## src/clk_pwr_pkg.sv

```systemverilog
// Purpose: Shared constants, types and register map for clock and power-down control
// Assumes: AXI4-Lite register access, 32-bit data, one byte of data per register
// Notes:   Printed register offsets are indexes; byte address is index times four
// Summary of operation
// - High-speed oscillator disable bit set stops the crystal oscillator and PLL.
// - Keypad clock disable bit set gates off the keypad logic clock.
// - Card clock disable bit set gates off the smart card logic clock.
// - USB clock disable bit set gates off the USB logic clock.
// - RTC uses slow oscillator when enabled, else a clock from main oscillator.
// - VCO clock is (multiplier field times two plus four) times crystal; reset two.
// - CPU clock equals VCO clock divided by twice (divider field plus one).
// - Divider field resets to 0x0C, giving about 3.6923 MHz.
// - Current CPU clock is driven onto a dedicated output pin.
// - Power-down request stops every clock except the slow oscillator.
// - Analog circuits shut down 32 CPU clocks after the power-down request.
// - In power-down, wake sources are ORed and routed via delay to interrupt zero.
// - Wake interrupt restores power to all sections and restarts clocks.
// - After restart, 512 CPU clocks elapse before interrupt zero asserts.
// - Any read of wake interrupt control register clears the wake routing bit; here a write to it in the same cycle keeps the written value.
// - Power-down request overrides individual power control bits while set.
// - RTC keeps running in power-down when clocked from slow oscillator.

package clk_pwr_pkg;

  // ==========================================================================
  // Register map
  localparam int          ADDR_W          = 18;
  localparam logic [15:0] IDX_MCLK_CTL    = 16'h008F;
  localparam logic [15:0] IDX_WAKE_CTL    = 16'hFF94;
  localparam logic [15:0] IDX_CPU_DIV     = 16'hFFA1;
  localparam logic [15:0] IDX_MISC_CTL0   = 16'hFFF1;
  localparam logic [15:0] IDX_CLK_STATUS  = 16'hFFF2;

  localparam logic [7:0]  RST_MCLK_CTL    = 8'h0A;
  localparam logic [7:0]  RST_WAKE_CTL    = 8'h00;
  localparam logic [5:0]  RST_CPU_DIV     = 6'h0C;
  localparam logic [7:0]  RST_MISC_CTL0   = 8'h00;

  // ==========================================================================
  // Field positions
  localparam int MC_HS_OSC_DIS   = 7;
  localparam int MC_KEYPAD_DIS   = 6;
  localparam int MC_CARD_DIS     = 5;
  localparam int MC_USB_DIS      = 4;
  localparam int MC_SLOW_OSC_DIS = 3;
  localparam int MC_MULT_LSB     = 0;
  localparam int WC_ROUTE_SEL    = 7;
  localparam int WC_RTC_IEN      = 5;
  localparam int WC_RTC_FLAG     = 4;
  localparam int WC_USB_IEN      = 3;
  localparam int WC_USB_FLAG     = 2;
  localparam int WC_KP_IEN       = 1;
  localparam int WC_KP_FLAG      = 0;
  localparam int MISC_PD_REQ     = 7;

  // Wake source bit order on the wake input
  localparam int WK_USR  = 0;
  localparam int WK_CARD = 1;
  localparam int WK_USB  = 2;
  localparam int WK_RTC  = 3;
  localparam int WK_KP   = 4;
  localparam int WAKE_N  = 5;

  // ==========================================================================
  // Timing in CPU clock cycles
  localparam logic [9:0] PD_DELAY_CYC   = 10'h020;
  localparam logic [9:0] WAKE_DELAY_CYC = 10'h200;

  localparam logic [1:0] RESP_OKAY   = 2'b00;
  localparam logic [1:0] RESP_SLVERR = 2'b10;

  typedef enum logic [1:0] {ST_RUN, ST_PD_WAIT, ST_PD_OFF, ST_WAKE_DELAY} pd_state_t;

  typedef struct packed {
    logic              awvalid;
    logic [ADDR_W-1:0] awaddr;
    logic              wvalid;
    logic [31:0]       wdata;
    logic [3:0]        wstrb;
    logic              bready;
    logic              arvalid;
    logic [ADDR_W-1:0] araddr;
    logic              rready;
  } axil_req_t;

  typedef struct packed {
    logic        awready;
    logic        wready;
    logic        bvalid;
    logic [1:0]  bresp;
    logic        arready;
    logic        rvalid;
    logic [31:0] rdata;
    logic [1:0]  rresp;
  } axil_rsp_t;

  typedef struct packed {
    logic keypad_clk_en;
    logic card_clk_en;
    logic usb_clk_en;
    logic rtc_clk_en;
    logic rtc_clk_from_main;
    logic slow_osc_en;
    logic osc_pll_en;
    logic ref_bias_en;
  } clk_gate_t;

endpackage : clk_pwr_pkg

```

## src/cpu_clk_divider.sv

```systemverilog
// Purpose: Divides the VCO-rate clock down to the CPU clock
// Assumes: mclk stands for the VCO clock; div never below two
// Notes:   Output period is 2*(div+1) mclk cycles; stops low when run is low

`timescale 1ns/1ns

module cpu_clk_divider
  import clk_pwr_pkg::*;
(
  input  wire logic       mclk,
  input  wire logic       rst_b,
  input  wire logic       ce,
  input  wire logic       run,
  input  wire logic [5:0] div,
  output logic            tick,
  output logic            clk_out
);

  logic [5:0] count_r;
  logic       clk_r;
  wire        wrap = (count_r >= div);

  // ==========================================================================
  // Half-period counter, compare with >= so a lowered divider never overruns
  always_ff @(posedge mclk) begin
    if (!rst_b) begin
      count_r <= 6'h00;
      clk_r   <= 1'b0;
    end else if (ce) begin
      if (!run) begin
        count_r <= 6'h00;
        clk_r   <= 1'b0;
      end else if (wrap) begin
        count_r <= 6'h00;
        clk_r   <= ~clk_r;
      end else begin
        count_r <= count_r + 6'h01;
      end
    end
  end

  assign tick    = ce & run & wrap & ~clk_r;
  assign clk_out = clk_r;

endmodule : cpu_clk_divider

```

## src/clk_pwr_ctrl.sv

```systemverilog
// Purpose: Clock gating, CPU clock division and power-down sequencing
// Assumes: Crystal oscillator and PLL are analog and driven by the enables here
// Notes:   Wake sources come from other domains and are synchronised
//
// Register access over AXI4-Lite was left to the implementer.

`timescale 1ns/1ns

module clk_pwr_ctrl
  import clk_pwr_pkg::*;
(
  input  wire logic        mclk,
  input  wire logic        rst_b,
  input  wire logic        ce,
  input  wire axil_req_t   axi_req,
  output axil_rsp_t        axi_rsp,
  input  wire logic [4:0]  wake_src,
  output clk_gate_t        gates,
  output logic [2:0]       vco_mult_sel,
  output logic             cpu_clock_out,
  output logic             cpu_clk_en,
  output logic             power_down_active,
  output logic             ext_irq_zero
);

  // ==========================================================================
  // Address decode helper, shared by read and write paths
  function automatic logic reg_hit(input logic [ADDR_W-1:0] addr, input logic [15:0] idx);
    reg_hit = (addr == {idx, 2'b00});
  endfunction : reg_hit

  // ==========================================================================
  // Register state
  logic [7:0]  mclk_ctl_r;
  logic [5:0]  cpu_clk_div;
  logic        wake_route_sel;
  logic        rtc_irq_enable;
  logic        usb_irq_enable;
  logic        keypad_irq_enable;
  logic        power_down_req;

  pd_state_t   state_r;
  pd_state_t   state_nxt;
  logic [9:0]  cnt_r;
  logic [9:0]  cnt_nxt;
  logic        irq_r;

  // Bus channel state
  logic              aw_got_r;
  logic              w_got_r;
  logic [ADDR_W-1:0] awaddr_r;
  logic [7:0]        wbyte_r;
  logic              wlane_r;
  logic              bvalid_r;
  logic [1:0]        bresp_r;
  logic              rvalid_r;
  logic [31:0]       rdata_r;
  logic [1:0]        rresp_r;

  // ==========================================================================
  // Wake source synchroniser: three stages, change accepted when last two agree
  logic [WAKE_N-1:0] wk_s1_r;
  logic [WAKE_N-1:0] wk_s2_r;
  logic [WAKE_N-1:0] wk_s3_r;
  logic [WAKE_N-1:0] wake_lvl_r;

  always_ff @(posedge mclk) begin
    if (!rst_b) begin
      wk_s1_r    <= '0;
      wk_s2_r    <= '0;
      wk_s3_r    <= '0;
      wake_lvl_r <= '0;
    end else if (ce) begin
      wk_s1_r    <= wake_src;
      wk_s2_r    <= wk_s1_r;
      wk_s3_r    <= wk_s2_r;
      wake_lvl_r <= (wk_s2_r & wk_s3_r) | (wake_lvl_r & (wk_s2_r | wk_s3_r));
    end
  end

  // All sources ORed onto the single wake path, only when routing is armed
  wire wake_any = wake_route_sel & (|wake_lvl_r);

  // ==========================================================================
  // CPU clock divider
  wire pd_on      = (state_r != ST_RUN);
  wire analog_off = (state_r == ST_PD_OFF);
  wire hs_osc_off = mclk_ctl_r[MC_HS_OSC_DIS] & ~pd_on;
  wire cpu_run    = ~analog_off & ~hs_osc_off;
  wire cpu_tick;
  wire cpu_clk_raw;

  cpu_clk_divider u_div (
    .mclk    (mclk),
    .rst_b   (rst_b),
    .ce      (ce),
    .run     (cpu_run),
    .div     (cpu_clk_div),
    .tick    (cpu_tick),
    .clk_out (cpu_clk_raw)
  );

  assign cpu_clock_out = cpu_clk_raw;
  assign cpu_clk_en    = cpu_tick;

  // ==========================================================================
  // Power-down sequencer
  wire cnt_last_pd   = (cnt_r == PD_DELAY_CYC - 10'h001);
  wire cnt_last_wake = (cnt_r == WAKE_DELAY_CYC - 10'h001);
  wire seq_done      = (state_r == ST_WAKE_DELAY) & cpu_tick & cnt_last_wake;

  always_comb begin
    state_nxt = state_r;
    cnt_nxt   = cnt_r;
    unique case (state_r)
      ST_RUN: begin
        cnt_nxt = 10'h000;
        if (power_down_req) begin
          state_nxt = ST_PD_WAIT;
        end
      end
      ST_PD_WAIT: begin
        if (cpu_tick) begin
          if (cnt_last_pd) begin
            state_nxt = ST_PD_OFF;
            cnt_nxt   = 10'h000;
          end else begin
            cnt_nxt = cnt_r + 10'h001;
          end
        end
      end
      ST_PD_OFF: begin
        cnt_nxt = 10'h000;
        if (wake_any) begin
          state_nxt = ST_WAKE_DELAY;
        end
      end
      ST_WAKE_DELAY: begin
        if (cpu_tick) begin
          if (cnt_last_wake) begin
            state_nxt = ST_RUN;
            cnt_nxt   = 10'h000;
          end else begin
            cnt_nxt = cnt_r + 10'h001;
          end
        end
      end
    endcase
  end

  always_ff @(posedge mclk) begin
    if (!rst_b) begin
      state_r <= ST_RUN;
      cnt_r   <= 10'h000;
    end else if (ce) begin
      state_r <= state_nxt;
      cnt_r   <= cnt_nxt;
    end
  end

  // ==========================================================================
  // Bus decode
  wire aw_take  = axi_req.awvalid & ~aw_got_r & ~bvalid_r;
  wire w_take   = axi_req.wvalid & ~w_got_r & ~bvalid_r;
  wire wr_go    = aw_got_r & w_got_r;
  wire ar_take  = axi_req.arvalid & ~rvalid_r;

  wire wr_mclk  = wr_go & wlane_r & reg_hit(awaddr_r, IDX_MCLK_CTL);
  wire wr_wake  = wr_go & wlane_r & reg_hit(awaddr_r, IDX_WAKE_CTL);
  wire wr_div   = wr_go & wlane_r & reg_hit(awaddr_r, IDX_CPU_DIV);
  wire wr_misc  = wr_go & wlane_r & reg_hit(awaddr_r, IDX_MISC_CTL0);
  wire wr_map   = reg_hit(awaddr_r, IDX_MCLK_CTL) | reg_hit(awaddr_r, IDX_WAKE_CTL)
                | reg_hit(awaddr_r, IDX_CPU_DIV)  | reg_hit(awaddr_r, IDX_MISC_CTL0)
                | reg_hit(awaddr_r, IDX_CLK_STATUS);

  wire rd_mclk  = reg_hit(axi_req.araddr, IDX_MCLK_CTL);
  wire rd_wake  = reg_hit(axi_req.araddr, IDX_WAKE_CTL);
  wire rd_div   = reg_hit(axi_req.araddr, IDX_CPU_DIV);
  wire rd_misc  = reg_hit(axi_req.araddr, IDX_MISC_CTL0);
  wire rd_stat  = reg_hit(axi_req.araddr, IDX_CLK_STATUS);
  wire rd_map   = rd_mclk | rd_wake | rd_div | rd_misc | rd_stat;

  // Flags read back as the synchronised source levels
  wire [7:0] wake_ctl_val = {wake_route_sel, 1'b0,
                             rtc_irq_enable, wake_lvl_r[WK_RTC],
                             usb_irq_enable, wake_lvl_r[WK_USB],
                             keypad_irq_enable, wake_lvl_r[WK_KP]};
  wire [7:0] status_val   = {4'h0, irq_r, (state_r == ST_WAKE_DELAY), analog_off, pd_on};
  wire [7:0] rd_byte      = rd_mclk ? mclk_ctl_r
                          : rd_wake ? wake_ctl_val
                          : rd_div  ? {2'b00, cpu_clk_div}
                          : rd_misc ? {power_down_req, 7'h00}
                          : rd_stat ? status_val
                          : 8'h00;

  // ==========================================================================
  // Write and read channels
  always_ff @(posedge mclk) begin
    if (!rst_b) begin
      aw_got_r <= 1'b0;
      w_got_r  <= 1'b0;
      awaddr_r <= '0;
      wbyte_r  <= 8'h00;
      wlane_r  <= 1'b0;
      bvalid_r <= 1'b0;
      bresp_r  <= RESP_OKAY;
    end else if (ce) begin
      if (aw_take) begin
        aw_got_r <= 1'b1;
        awaddr_r <= axi_req.awaddr;
      end
      if (w_take) begin
        w_got_r <= 1'b1;
        wbyte_r <= axi_req.wdata[7:0];
        wlane_r <= axi_req.wstrb[0];
      end
      if (wr_go) begin
        aw_got_r <= 1'b0;
        w_got_r  <= 1'b0;
        bvalid_r <= 1'b1;
        bresp_r  <= wr_map ? RESP_OKAY : RESP_SLVERR;
      end else if (bvalid_r & axi_req.bready) begin
        bvalid_r <= 1'b0;
      end
    end
  end

  always_ff @(posedge mclk) begin
    if (!rst_b) begin
      rvalid_r <= 1'b0;
      rdata_r  <= 32'h0000_0000;
      rresp_r  <= RESP_OKAY;
    end else if (ce) begin
      if (ar_take) begin
        rvalid_r <= 1'b1;
        rdata_r  <= {24'h00_0000, rd_byte};
        rresp_r  <= rd_map ? RESP_OKAY : RESP_SLVERR;
      end else if (rvalid_r & axi_req.rready) begin
        rvalid_r <= 1'b0;
      end
    end
  end

  // Ready follows ce so that nothing is offered as taken while the state is frozen
  assign axi_rsp.awready = ce & ~aw_got_r & ~bvalid_r;
  assign axi_rsp.wready  = ce & ~w_got_r & ~bvalid_r;
  assign axi_rsp.bvalid  = bvalid_r;
  assign axi_rsp.bresp   = bresp_r;
  assign axi_rsp.arready = ce & ~rvalid_r;
  assign axi_rsp.rvalid  = rvalid_r;
  assign axi_rsp.rdata   = rdata_r;
  assign axi_rsp.rresp   = rresp_r;

  // ==========================================================================
  // Control registers
  always_ff @(posedge mclk) begin
    if (!rst_b) begin
      mclk_ctl_r  <= RST_MCLK_CTL;
      cpu_clk_div <= RST_CPU_DIV;
    end else if (ce) begin
      if (wr_mclk) begin
        mclk_ctl_r <= wbyte_r;
      end
      // Values of zero or one are stored as written; the divider would run too fast
      if (wr_div) begin
        cpu_clk_div <= wbyte_r[5:0];
      end
    end
  end

  wire rd_wake_take = ar_take & rd_wake;

  always_ff @(posedge mclk) begin
    if (!rst_b) begin
      wake_route_sel    <= RST_WAKE_CTL[WC_ROUTE_SEL];
      rtc_irq_enable    <= RST_WAKE_CTL[WC_RTC_IEN];
      usb_irq_enable    <= RST_WAKE_CTL[WC_USB_IEN];
      keypad_irq_enable <= RST_WAKE_CTL[WC_KP_IEN];
    end else if (ce) begin
      // A write in the same cycle as a read keeps the written value
      if (wr_wake) begin
        wake_route_sel    <= wbyte_r[WC_ROUTE_SEL];
        rtc_irq_enable    <= wbyte_r[WC_RTC_IEN];
        usb_irq_enable    <= wbyte_r[WC_USB_IEN];
        keypad_irq_enable <= wbyte_r[WC_KP_IEN];
      end else if (rd_wake_take) begin
        wake_route_sel <= 1'b0;
      end
    end
  end

  // Request self-clears when the wake delay expires; software cannot cancel mid-sequence
  always_ff @(posedge mclk) begin
    if (!rst_b) begin
      power_down_req <= RST_MISC_CTL0[MISC_PD_REQ];
    end else if (ce) begin
      if (wr_misc & wbyte_r[MISC_PD_REQ]) begin
        power_down_req <= 1'b1;
      end else if (seq_done) begin
        power_down_req <= 1'b0;
      end
    end
  end

  // Interrupt stays low through the whole wake delay, then holds until the wake control register is read or power-down is requested again
  always_ff @(posedge mclk) begin
    if (!rst_b) begin
      irq_r <= 1'b0;
    end else if (ce) begin
      if (seq_done) begin
        irq_r <= 1'b1;
      end else if (rd_wake_take | power_down_req) begin
        irq_r <= 1'b0;
      end
    end
  end

  // ==========================================================================
  // Clock gates and analog enables, registered
  clk_gate_t gates_nxt;
  clk_gate_t gates_r;

  always_comb begin
    gates_nxt.keypad_clk_en     = ~pd_on & ~mclk_ctl_r[MC_KEYPAD_DIS];
    gates_nxt.card_clk_en       = ~pd_on & ~mclk_ctl_r[MC_CARD_DIS];
    gates_nxt.usb_clk_en        = ~pd_on & ~mclk_ctl_r[MC_USB_DIS];
    gates_nxt.slow_osc_en       = ~mclk_ctl_r[MC_SLOW_OSC_DIS];
    gates_nxt.rtc_clk_from_main = mclk_ctl_r[MC_SLOW_OSC_DIS];
    // Main-derived RTC clock dies with the oscillator; slow oscillator keeps it alive
    gates_nxt.rtc_clk_en        = ~mclk_ctl_r[MC_SLOW_OSC_DIS] | ~analog_off;
    gates_nxt.osc_pll_en        = ~analog_off & ~hs_osc_off;
    gates_nxt.ref_bias_en       = ~analog_off;
  end

  always_ff @(posedge mclk) begin
    if (!rst_b) begin
      gates_r      <= '0;
      vco_mult_sel <= RST_MCLK_CTL[MC_MULT_LSB +: 3];
    end else if (ce) begin
      gates_r      <= gates_nxt;
      vco_mult_sel <= mclk_ctl_r[MC_MULT_LSB +: 3];
    end
  end

  assign gates             = gates_r;
  assign power_down_active = pd_on;
  assign ext_irq_zero      = irq_r;

endmodule : clk_pwr_ctrl

```

## config.mk

```make
export PLATFORM = sky130hd
export DESIGN_NAME = clk_pwr_ctrl
export DESIGN_NICKNAME = d
export VERILOG_FILES = /design/src/clk_pwr_pkg.sv /design/src/cpu_clk_divider.sv /design/src/clk_pwr_ctrl.sv
export SDC_FILE = /design/constraint.sdc
export NUM_CORES = 1
export LEC_CHECK = 0
export ABC_AREA = 1
export BUFFER_PORTS_ARGS = -buffer_cell sky130_fd_sc_hd__buf_2
export CORE_AREA = 2 2 115 117
export CTS_BUF_LIST = sky130_fd_sc_hd__clkbuf_16
export DETAILED_ROUTE_END_ITERATION = 10
export DIE_AREA = 0 0 117 119
export PLACE_DENSITY = 0.68
export SETUP_SLACK_MARGIN = 0.3
export SYNTH_ARGS = -nofsm -noshare
export SYNTH_HDL_FRONTEND = slang
export SYNTH_SLANG_ARGS = --single-unit
```

## constraint.sdc

```tcl
create_clock -name mclk -period 3.3 [get_ports mclk]
set_input_delay 0.165 -clock mclk [delete_from_list [all_inputs] [get_ports mclk]]
set_output_delay 0.165 -clock mclk [all_outputs]
set_load 0.01 [all_outputs]
```

Yosys cells after proc, flatten, opt, wreduce, memory -nomap -nowiden --
Index checks and enable logic that the tools add are counted.
Storage, ports and cells: register bits after elaboration 113, bits of input ports 85
Operators by class: mux-type cells 37, equality and inequality tests 22, reductions and logical operators 28, add/sub/neg operators 2, bitwise gates (word level) 57, magnitude comparators 1
Operators by type and width (count):
- 18-bit equality test (second input constant) | 8
- 10-bit two-way mux | 4
- 18-bit by 10-bit equality test with 1-bit output (second input constant) | 2
- 8-bit two-way mux | 4
- 1-bit bitwise AND | 31
- 10-bit case mux with 3 select lines | 1
- 2-bit AND reduction | 15
- 1-bit two-way mux | 16
- 2-bit two-way mux | 8
- 2-bit nonzero test | 8
- 2-bit inequality test (second input constant) | 7
- 6-bit two-way mux | 2
- 1-bit inverter | 12
- 10-bit by 1-bit adder with 10-bit output (second input constant) | 1
- 5-bit bitwise AND | 2
- 10-bit by 5-bit equality test with 1-bit output (second input constant) | 1
- 10-bit by 9-bit equality test with 1-bit output (second input constant) | 1
- 1-bit bitwise OR | 10
- 5-bit bitwise OR | 2
- 2-bit case mux with 4 select lines | 1
- 7-bit AND reduction | 1
- 6-bit by 1-bit adder with 6-bit output (second input constant) | 1
- 6-bit greater-or-equal comparator | 1
- 5-bit OR reduction | 1
- 6 further kinds | 7

Longest topological paths before layout --
Gate-level depths: netlist of run 1.
word-level depth 12, depth in mapped cells 15

Cells and area by module --
From an unflattened synthesis of run 1, not the netlist that was laid out.
Unflattened totals: cell total of the unflattened synthesis 778, area, all modules 5505.3 µm²
Modules (own cells, without submodules):
- clk_pwr_ctrl | cells an instance 712, times used 1, seq. area each 2082.0 µm², area an instance 5023.6 µm²
- cpu_clk_divider | cells an instance 66, times used 1, seq. area each 140.1 µm², area an instance 481.7 µm²

Worst setup path before layout of run 1 --
Ideal clock, no wire load.
path type register to register, start register state_r[0], end register cnt_r[5], stages on the path, launching flop included 13, arrival 1.575 ns, path buffers 0, path slack 1.613 ns, data required time 3.188 ns, period minus slack after synthesis 1.687 ns, path through dfxtp_1 > inv_1 > ha_1 > a21oi_1 > nand2_1 > nor2_2 > nand2_2 > nand2_4 > nand2_4 > inv_4 > nand2_1 > nand2_2 > nor2_1
On the way: longest elaborated chain between the ends 10, elaborated cells between the ends (all ways) 18, those cells by class eq/ne (5); mux (1); bitwise (8); reduce/logical (4)
RTL lines:
- start, declared | RTL line clk_pwr_ctrl.sv:42 | pd_state_t state_r;
- start signal, assigned | RTL line clk_pwr_ctrl.sv:156 | state_r <= state_nxt;
- 2-bit nonzero test | RTL line clk_pwr_ctrl.sv:86 | wire pd_on = (state_r != ST_RUN);
- 1-bit inverter | RTL line clk_pwr_ctrl.sv:88 | wire hs_osc_off = mclk_ctl_r[MC_HS_OSC_DIS] & ~pd_on;
- 1-bit bitwise AND | RTL line clk_pwr_ctrl.sv:88
- 1-bit inverter | RTL line clk_pwr_ctrl.sv:89 | wire cpu_run = ~analog_off & ~hs_osc_off;
- 1-bit bitwise AND | RTL line clk_pwr_ctrl.sv:89
- 1-bit bitwise AND (3 in a row) | RTL line cpu_clk_divider.sv:42 | assign tick = ce & run & wrap & ~clk_r;
- 2-bit inequality test (no line)
- 3-bit AND reduction (no line)
- end signal, assigned | RTL line clk_pwr_ctrl.sv:157 | cnt_r <= cnt_nxt;
- end, declared | RTL line clk_pwr_ctrl.sv:44 | logic [9:0] cnt_r;
Several ways; a longest one is shown, not always the timed one. A chain may end at the register's enable or synchronous reset.

Worst setup path after layout of run 1 --
start register state_r[0], end output port cpu_clk_en
On the way: longest elaborated chain between the ends 8, elaborated cells between the ends (all ways) 10, those cells by class eq/ne (1); bitwise (8); reduce/logical (1)
RTL lines:
- 2-bit nonzero test | RTL line clk_pwr_ctrl.sv:86
- 1-bit inverter | RTL line clk_pwr_ctrl.sv:88
- 1-bit bitwise AND | RTL line clk_pwr_ctrl.sv:88
- 1-bit inverter | RTL line clk_pwr_ctrl.sv:89
- 1-bit bitwise AND * | RTL line clk_pwr_ctrl.sv:89
- 1-bit bitwise AND * (3 in a row) | RTL line cpu_clk_divider.sv:42
- end, declared | RTL line clk_pwr_ctrl.sv:21 | output logic cpu_clk_en,
Every way passes the cells marked *; elsewhere a longest branch is shown, timed or not.

==> results of run 1 <==
==> worst reg2reg max path, stage by stage, from the launching register on <==
cell,delay [ps]
dfxtp_1,380
inv_1,80
ha_1,290
a21oi_1,230
nand2_1,120
nor2_2,120
nand2_2,90
nand2_4,130
nand2_4,120
inv_4,120
nand2_1,100
nand2_2,100
nor2_1,60
==> cell type report <==
cell class / count / area share (%)
repair buffers: 91 / 7.42
well taps: 176 / 3.51
flip-flops and latches: 111 / 35.4
clock inverters: 7 / 0.857
multi-input cells: 575 / 44.1
clock buffers: 9 / 3.59
inverters: 84 / 5.06
==> through the flow <==
step | total power (W) | hold slack (ps) | setup WS (ps) | utilization (%) | area [sq um]
after CTS | 0.00284 | 21.6 | 1220 | 48.7 | 6270
after global routing | 0.00294 | 22.4 | 1050 | 48.7 | 6270
after floorplan | 0.00171 | 300 | 1610 | - | 5660
after detailed placement | 0.00180 | 392 | 1260 | 46.6 | 6000
final | 0.00280 | 31.9 | 1260 | 48.7 | 6270
after global placement | 0.00179 | 387 | 1290 | 46.6 | 6000
==> final timing paths <==
| kind | start | end | cells past startpoint |
|---|---|---|---|
| max | state_r[0]$_SDFFE_PN0P_ | cpu_clk_en | 8 |
| min | wake_src[1] | wk_s1_r[1]$_SDFFE_PN0P_ | 3 |
| max reg2reg | state_r[0]$_SDFFE_PN0P_ | cnt_r[7]$_SDFFE_PN0P_ | 12 |
| min reg2reg | keypad_irq_enable$_SDFFE_PN0P_ | keypad_irq_enable$_SDFFE_PN0P_ | 2 |
==> cells in the final DEF, fill, tap and decap left out, drive strengths merged, types with 5 or more instances in the layout <==
master | netlist | routed
nand2 | 145 | 145
nor2 | 138 | 138
dfxtp | 111 | 111
buf | 40 | 91
inv | 83 | 86
o21ai | 84 | 84
a21oi | 64 | 64
nand3 | 35 | 35
nand4 | 30 | 30
conb | 1 | 26
nor3 | 13 | 13
ha | 12 | 12
clkbuf | 13 | 9
o211ai | 6 | 6
xor2 | 5 | 5
==> routing by layer <==
layer	share of wire (%)	GRT usage [%]
met1	49	26.2
met2	45	30.9
met3	4.7	4.94
met4	0.73	3.60
met5	0	0
==> power by group through the flow <==
stage | logic (W) | clock network, W | registers (W)
floorplan | 0.000245 | 0 | 0.00147
global placement | 0.000322 | 0 | 0.00147
detailed placement | 0.000326 | 0 | 0.00147
CTS | 0.000327 | 0.00107 | 0.00144
global route | 0.000376 | 0.00111 | 0.00145
finish | 0.000325 | 0.00104 | 0.00144
==> synthesized netlist by cell type, types with 3 or more instances <==
library cell  number
nand2_1          139
nor2_1           133
dfxtp_1          111
inv_1             79
o21ai_0           78
a21oi_1           64
nand3_1           33
nand4_1           30
buf_4             28
clkbuf_1          13
ha_1              12
nor3_1            11
buf_2              6
o211ai_1           6
o21ai_1            6
buf_6              5
nor2_2             5
xor2_1             5
nand2_2            4
inv_2              3
nand3b_1           3
==> cells by family (layout without fill, tap and decap cells) <==
family / Yosys count / after routing
flip-flops: 111 / 111
AO/OA/AOI/OAI: 163 / 163
buffers and inverters: 137 / 191
other: 1 / 26
XOR/XNOR: 6 / 6
AND/OR/NAND/NOR: 368 / 368
adder cells (fa/ha/maj): 12 / 12
==> flip-flops by register name (all words and copies together) (netlist names), 2 cells and up <==
name and count:
wbyte_r 8, gates 8, wk_s3_r 5, rdata_r 8
vco_mult_sel 3, wk_s1_r 5, wake_lvl_r 5, wk_s2_r 5
mclk_ctl_r 8, u_div.count_r 6, awaddr_r 18, state_r 2
cnt_r 10, cpu_clk_div 6
==> results.py, run 1 <==
metrics = {
    "outcome": {
        "status": "finished clean",
    },
    "synth": {
        "ys_warn_count": 0,
        "ys_ff_latch": 111,
        "synth_xor_area_share_pct": 0.944,
        "synthFlopType": "dfxtp_1",
        "synthDistinctLibCells": 41,
        "synth-edff-count": 0,
        "yosysSeqAreaShare_pct": 39.9,
        "async_flop_share_pct": 0,
        "syn_area_per_cell_sq_um": 6.97,
        "syn_area_sq_um": 5570,
        "synthAdderAreaFrac_pct": 2.70,
        "synth_area_leaders": "dfxtp_1 40%, nand2_1 9.4%, nor2_1 9.0%, o21ai_0 7.0%, a21oi_1 5.8%",
        "synth_area_leader_cell": "dfxtp_1",
        "yosys.area_share.simple_pct": 29.0,
        "synth_compound_area_share_pct": 15.4,
        "synthMuxAreaShare_pct": 0,
        "syn-instance-count": 798,
        "synth.top_cell.area_share_pct": 39.9,
        "synth_top_family_by_area": "simple AND/OR/NAND/NOR gates",
    },
    "floorplanning": {
        "fp.dieH_um": 119,
        "rows": 42,
        "die_x_um": 117,
        "initial_core_util_pct": 43.2,
        "core_sq_um": 12900,
        "die-area_sq_um": 13900,
        "io_pins": 141,
    },
    "critical_path": {
        "crit_buf_inv": 3,
        "arrival_ps": 1870,
        "critPathMaxStageDelay_ps": 380,
        "path_common_cell": "inv_1",
        "cp_top_family": "flip-flops",
        "path_cells": "inv_1 > ha_1 > a21oi_1 > nand2_1 > nor2_2 > nand2_2 > inv_1 > buf_2",
        "path_max_fanout": 6,
        "critPathKind": "flip-flop to output port",
        "r2r_slack_ps": 1280,
        "start_kind": "flip-flop",
        "slowest_stage": "dfxtp_1",
        "cp-end-kind": "output port",
        "cp.required_ps": 3130,
    },
    "clocking": {
        "ctsHoldBuffers": 0,
        "path_clk_slew_ps": 70,
        "post_cts_resized": 0,
        "root_buffer": "clkbuf_16",
        "clkSinkCount": 111,
        "cts_max_path_buffers": 2,
        "htree_levels": 3,
        "cts_setup_buffers": 0,
        "insertion_delay_ps": 350,
        "numCtsBuffers": 9,
        "cts_tree": "yes",
    },
    "timing": {
        "slew_viol_final": 0,
        "fin_crit_ps": 2040,
        "setup_viol": 0,
        "final.period_utilization_pct": 61.8,
        "max_freq_mhz": 490,
        "relSlewSlack_pct": 49.9,
        "rsz0062_at_grt": "no",
        "fin_tns_setup_ps": 0,
        "finalHoldViolCount": 0,
        "worstMarginPinSlew_ps": 752,
        "clock_skew_ps": 5.87,
    },
    "routing": {
        "avgRoutedWirePerCell_um": 12.2,
        "wirelength_um": 12800,
        "drtIter0Drc": 373,
        "vias_per_cell": 4.86,
        "drc": 0,
        "vias": 5113,
        "drt_pass1_iterations": 5,
        "ant_nets": 0,
    },
    "global_route": {
        "grt_max_degree": 49,
        "antenna_found_initial": 0,
        "grt_pass1_vias": 4458,
        "track_usage_pct": 19.2,
        "grt_pass1_wl_um": 21200,
        "grt_overflow": 0,
    },
    "pwr": {
        "comb_power_share_pct": 11.6,
        "ir_worst_vdd_v": 0.000389,
        "p_int_w": 0.00203,
        "p_seq_share_pct": 51.4,
        "cellLeakagePower_nw": 2.77,
        "p_clk_share_pct": 37.0,
        "switching_share_pct": 27.5,
        "power_switching_w": 0.000771,
        "powerDensity_nw_per_um2": 447,
    },
    "min_path": {
        "worstHoldPathType": "primary input to flip-flop",
    },
    "placement": {
        "portBuffers": 87,
        "dp_hpwl_um": 9670,
        "gp_congestion": 0.882,
        "placed_cells": 1037,
    },
    "cells_and_area": {
        "fin_nets": 969,
        "regArea_sq_um": 2220,
        "multi_input_area_sq_um": 2770,
        "area_delta_synth_final_pct": 12.7,
        "n_fill_cell": 1348,
        "drive_above_1_share_pct": 14.5,
        "finalNonFillerCells": 1053,
        "insertedDiodeCount": 0,
    },
    "job": {
        "maxCapViolCount": 0,
    },
}
(Power assumes the default switching activity.)
==> run 2: changes to the inputs <==
==> constraint.sdc (replaced) <==
create_clock -name mclk -period 2 [get_ports mclk]
set_input_delay 0.1 -clock mclk [delete_from_list [all_inputs] [get_ports mclk]]
set_output_delay 0.1 -clock mclk [all_outputs]
set_load 0.01 [all_outputs]
==> run 2 against run 1 <==
Flip-flop and latch count stayed put. Die area stayed put. Highest routed layer unchanged. Cell count is 3.9% higher. Largest cell class unchanged. Clock power is 68% higher. Clock skew is 2.1 ps higher. Hold slack worse by 28 ps. Cell area is 11% higher. Setup slack worse by 1000 ps.
==> results.py, run 2 (synthesis results as in run 1) <==
metrics = {
    "global_route": {
        "grt_pass1_vias": 4784,
        "track_usage_pct": 20.1,
        "grt_pass1_wl_um": 22300,
        "antenna_found_initial": 0,
        "grt_overflow": 0,
        "grt_max_degree": 55,
    },
    "clocking": {
        "htree_levels": 3,
        "path_clk_slew_ps": 70,
        "cts_max_path_buffers": 2,
        "cts_tree": "yes",
        "numCtsBuffers": 9,
        "root_buffer": "clkbuf_16",
        "clkSinkCount": 111,
        "insertion_delay_ps": 360,
    },
    "placement": {
        "dp_hpwl_um": 9860,
        "gp_congestion": 0.895,
        "pre_cts_ws_ps": 153,
        "portBuffers": 87,
    },
    "routing": {
        "avgRoutedWirePerCell_um": 12.9,
        "drtIter0Drc": 328,
        "vias_per_cell": 4.91,
        "vias": 5370,
        "drt_pass1_iterations": 5,
        "ant_nets": 0,
        "wirelength_um": 14100,
        "drc": 0,
    },
    "timing": {
        "fin_tns_setup_ps": 0,
        "setup_ws_ps": 255,
        "max_freq_mhz": 573,
        "slew_viol_final": 0,
        "clock_skew_ps": 8.01,
        "fin_crit_ps": 1750,
        "setup_viol": 0,
        "hold_slack_ps": 3.55,
        "final.period_utilization_pct": 87.3,
        "rsz0062_at_grt": "yes",
        "finalHoldViolCount": 0,
    },
    "job": {
        "maxCapViolCount": 0,
    },
    "cells_and_area": {
        "largest_reg_flops": 18,
        "insertedDiodeCount": 0,
        "regMostFlops": "awaddr_r",
        "final_cell_mix": "129 x nor2_1, 120 x nand2_1, 96 x dfxtp_1, 86 x buf_2, 76 x o21ai_0",
        "largestRegisters": "awaddr_r: 18 flops, cnt_r: 10 flops",
        "layout_commonest_cell": "nor2_1",
        "fin_nets": 1011,
        "drive_above_1_share_pct": 23.0,
        "area_delta_synth_final_pct": 25.3,
    },
    "pwr": {
        "totalPowerFinal_w": 0.00480,
        "powerDensity_nw_per_um2": 689,
        "ir_worst_vdd_v": 0.000453,
        "cellLeakagePower_nw": 3.00,
    },
    "critical_path": {
        "crit_buf_inv": 3,
        "path_cells": "inv_2 > ha_4 > a21oi_4 > nand2_4 > nor2_4 > nand2_8 > inv_6 > buf_6",
        "cp-end-kind": "output port",
        "start_kind": "flip-flop",
        "slowest_stage": "dfxtp_2",
        "critPathKind": "flip-flop to output port",
        "path_max_fanout": 4,
        "cp_top_family": "flip-flops",
        "cp.required_ps": 1900,
        "critPathMaxStageDelay_ps": 370,
        "arrival_ps": 1650,
    },
    "floorplanning": {
        "rows": 42,
        "io_pins": 141,
        "initial_core_util_pct": 43.2,
        "die_x_um": 117,
        "fp.dieH_um": 119,
        "die-area_sq_um": 13900,
        "core_sq_um": 12900,
    },
    "outcome": {
        "status": "finished clean",
    },
    "min_path": {
        "worstHoldPathType": "primary input to flip-flop",
    },
}
run 2: changes by cell type in the layout (fill, tap and decap cells not counted), sizes merged:
| cell | delta |
|---|---|
| clkinv | +2 |
| inv | -3 |
| dlygate4sd3 | +17 |
| buf | +24 |
| bufinv | +1 |
| nand2 | +1 |
| clkinvlp | -1 |
run 2: where the power goes:
group	total (W)	switching, W	internal (W)	leakage [nW]
logic	0.000669	0.000396	0.000273	1.95
clock network	0.00175	0.000804	0.000950	0.138
registers	0.00238	0.0000739	0.00231	0.912
total	0.00480	0.00127	0.00353	3.00
run 2: worst paths after layout:
kind / start / end / slack, ps / cells past startpoint
worst max-delay path: state_r[1]$_SDFFE_PN0P_ / cpu_clk_en / 250 / 8
worst min-delay path: axi_req[0] / rvalid_r$_SDFFE_PN0P_ / 4 / 4
worst max register to register: state_r[1]$_SDFFE_PN0P_ / cnt_r[7]$_SDFFE_PN0P_ / 280 / 12
worst min register to register: keypad_irq_enable$_SDFFE_PN0P_ / keypad_irq_enable$_SDFFE_PN0P_ / 450 / 2
run 2: cell type report:
cell class	instances	area (sq um)
Clock buffer	9	225
Clock inverter	6	53.8
Fill cell	1249	5900
Inverter	84	333
Multi-Input combinational cell	576	3040
Sequential cell	111	2240
Tap cell	176	220
Timing Repair Buffer	132	858
run 2: timing repair:
action	in CTS	in global routing
endpoints found under the hold margin	17	0
pin swaps	15	17
resized for setup	36	52
endpoints found under the setup margin	16	29
gates cloned	0	1
buffers inserted	8	8
hold buffers	17	0
run 2: stage by stage:
| stage | area, sq um | cells | util (%) |
|---|---|---|---|
| floorplan | 5660 | 823 | - |
| global placement | 6070 | 1045 | 47.1 |
| detailed placement | 6070 | 1045 | 47.1 |
| CTS | 6710 | 1085 | 52.1 |
| global route | 6970 | 1094 | 54.1 |
| finish | 6970 | 1094 | 54.1 |
run 2: worst register-to-register path, delay by kind of cell (launching register included):
kind	cells	cell delay [ps]
simple gates	8	740
fa+ha+maj	1	170
buf+inv	2	200
compound gates	1	180
flops	1	370
run 2: metal layers:
metal  global-route usage [%]  wire, um
met1                     27.1      6520
met2                     32.2      6570
met3                     3.36       733
met4                     7.35       274
met5                        0         0
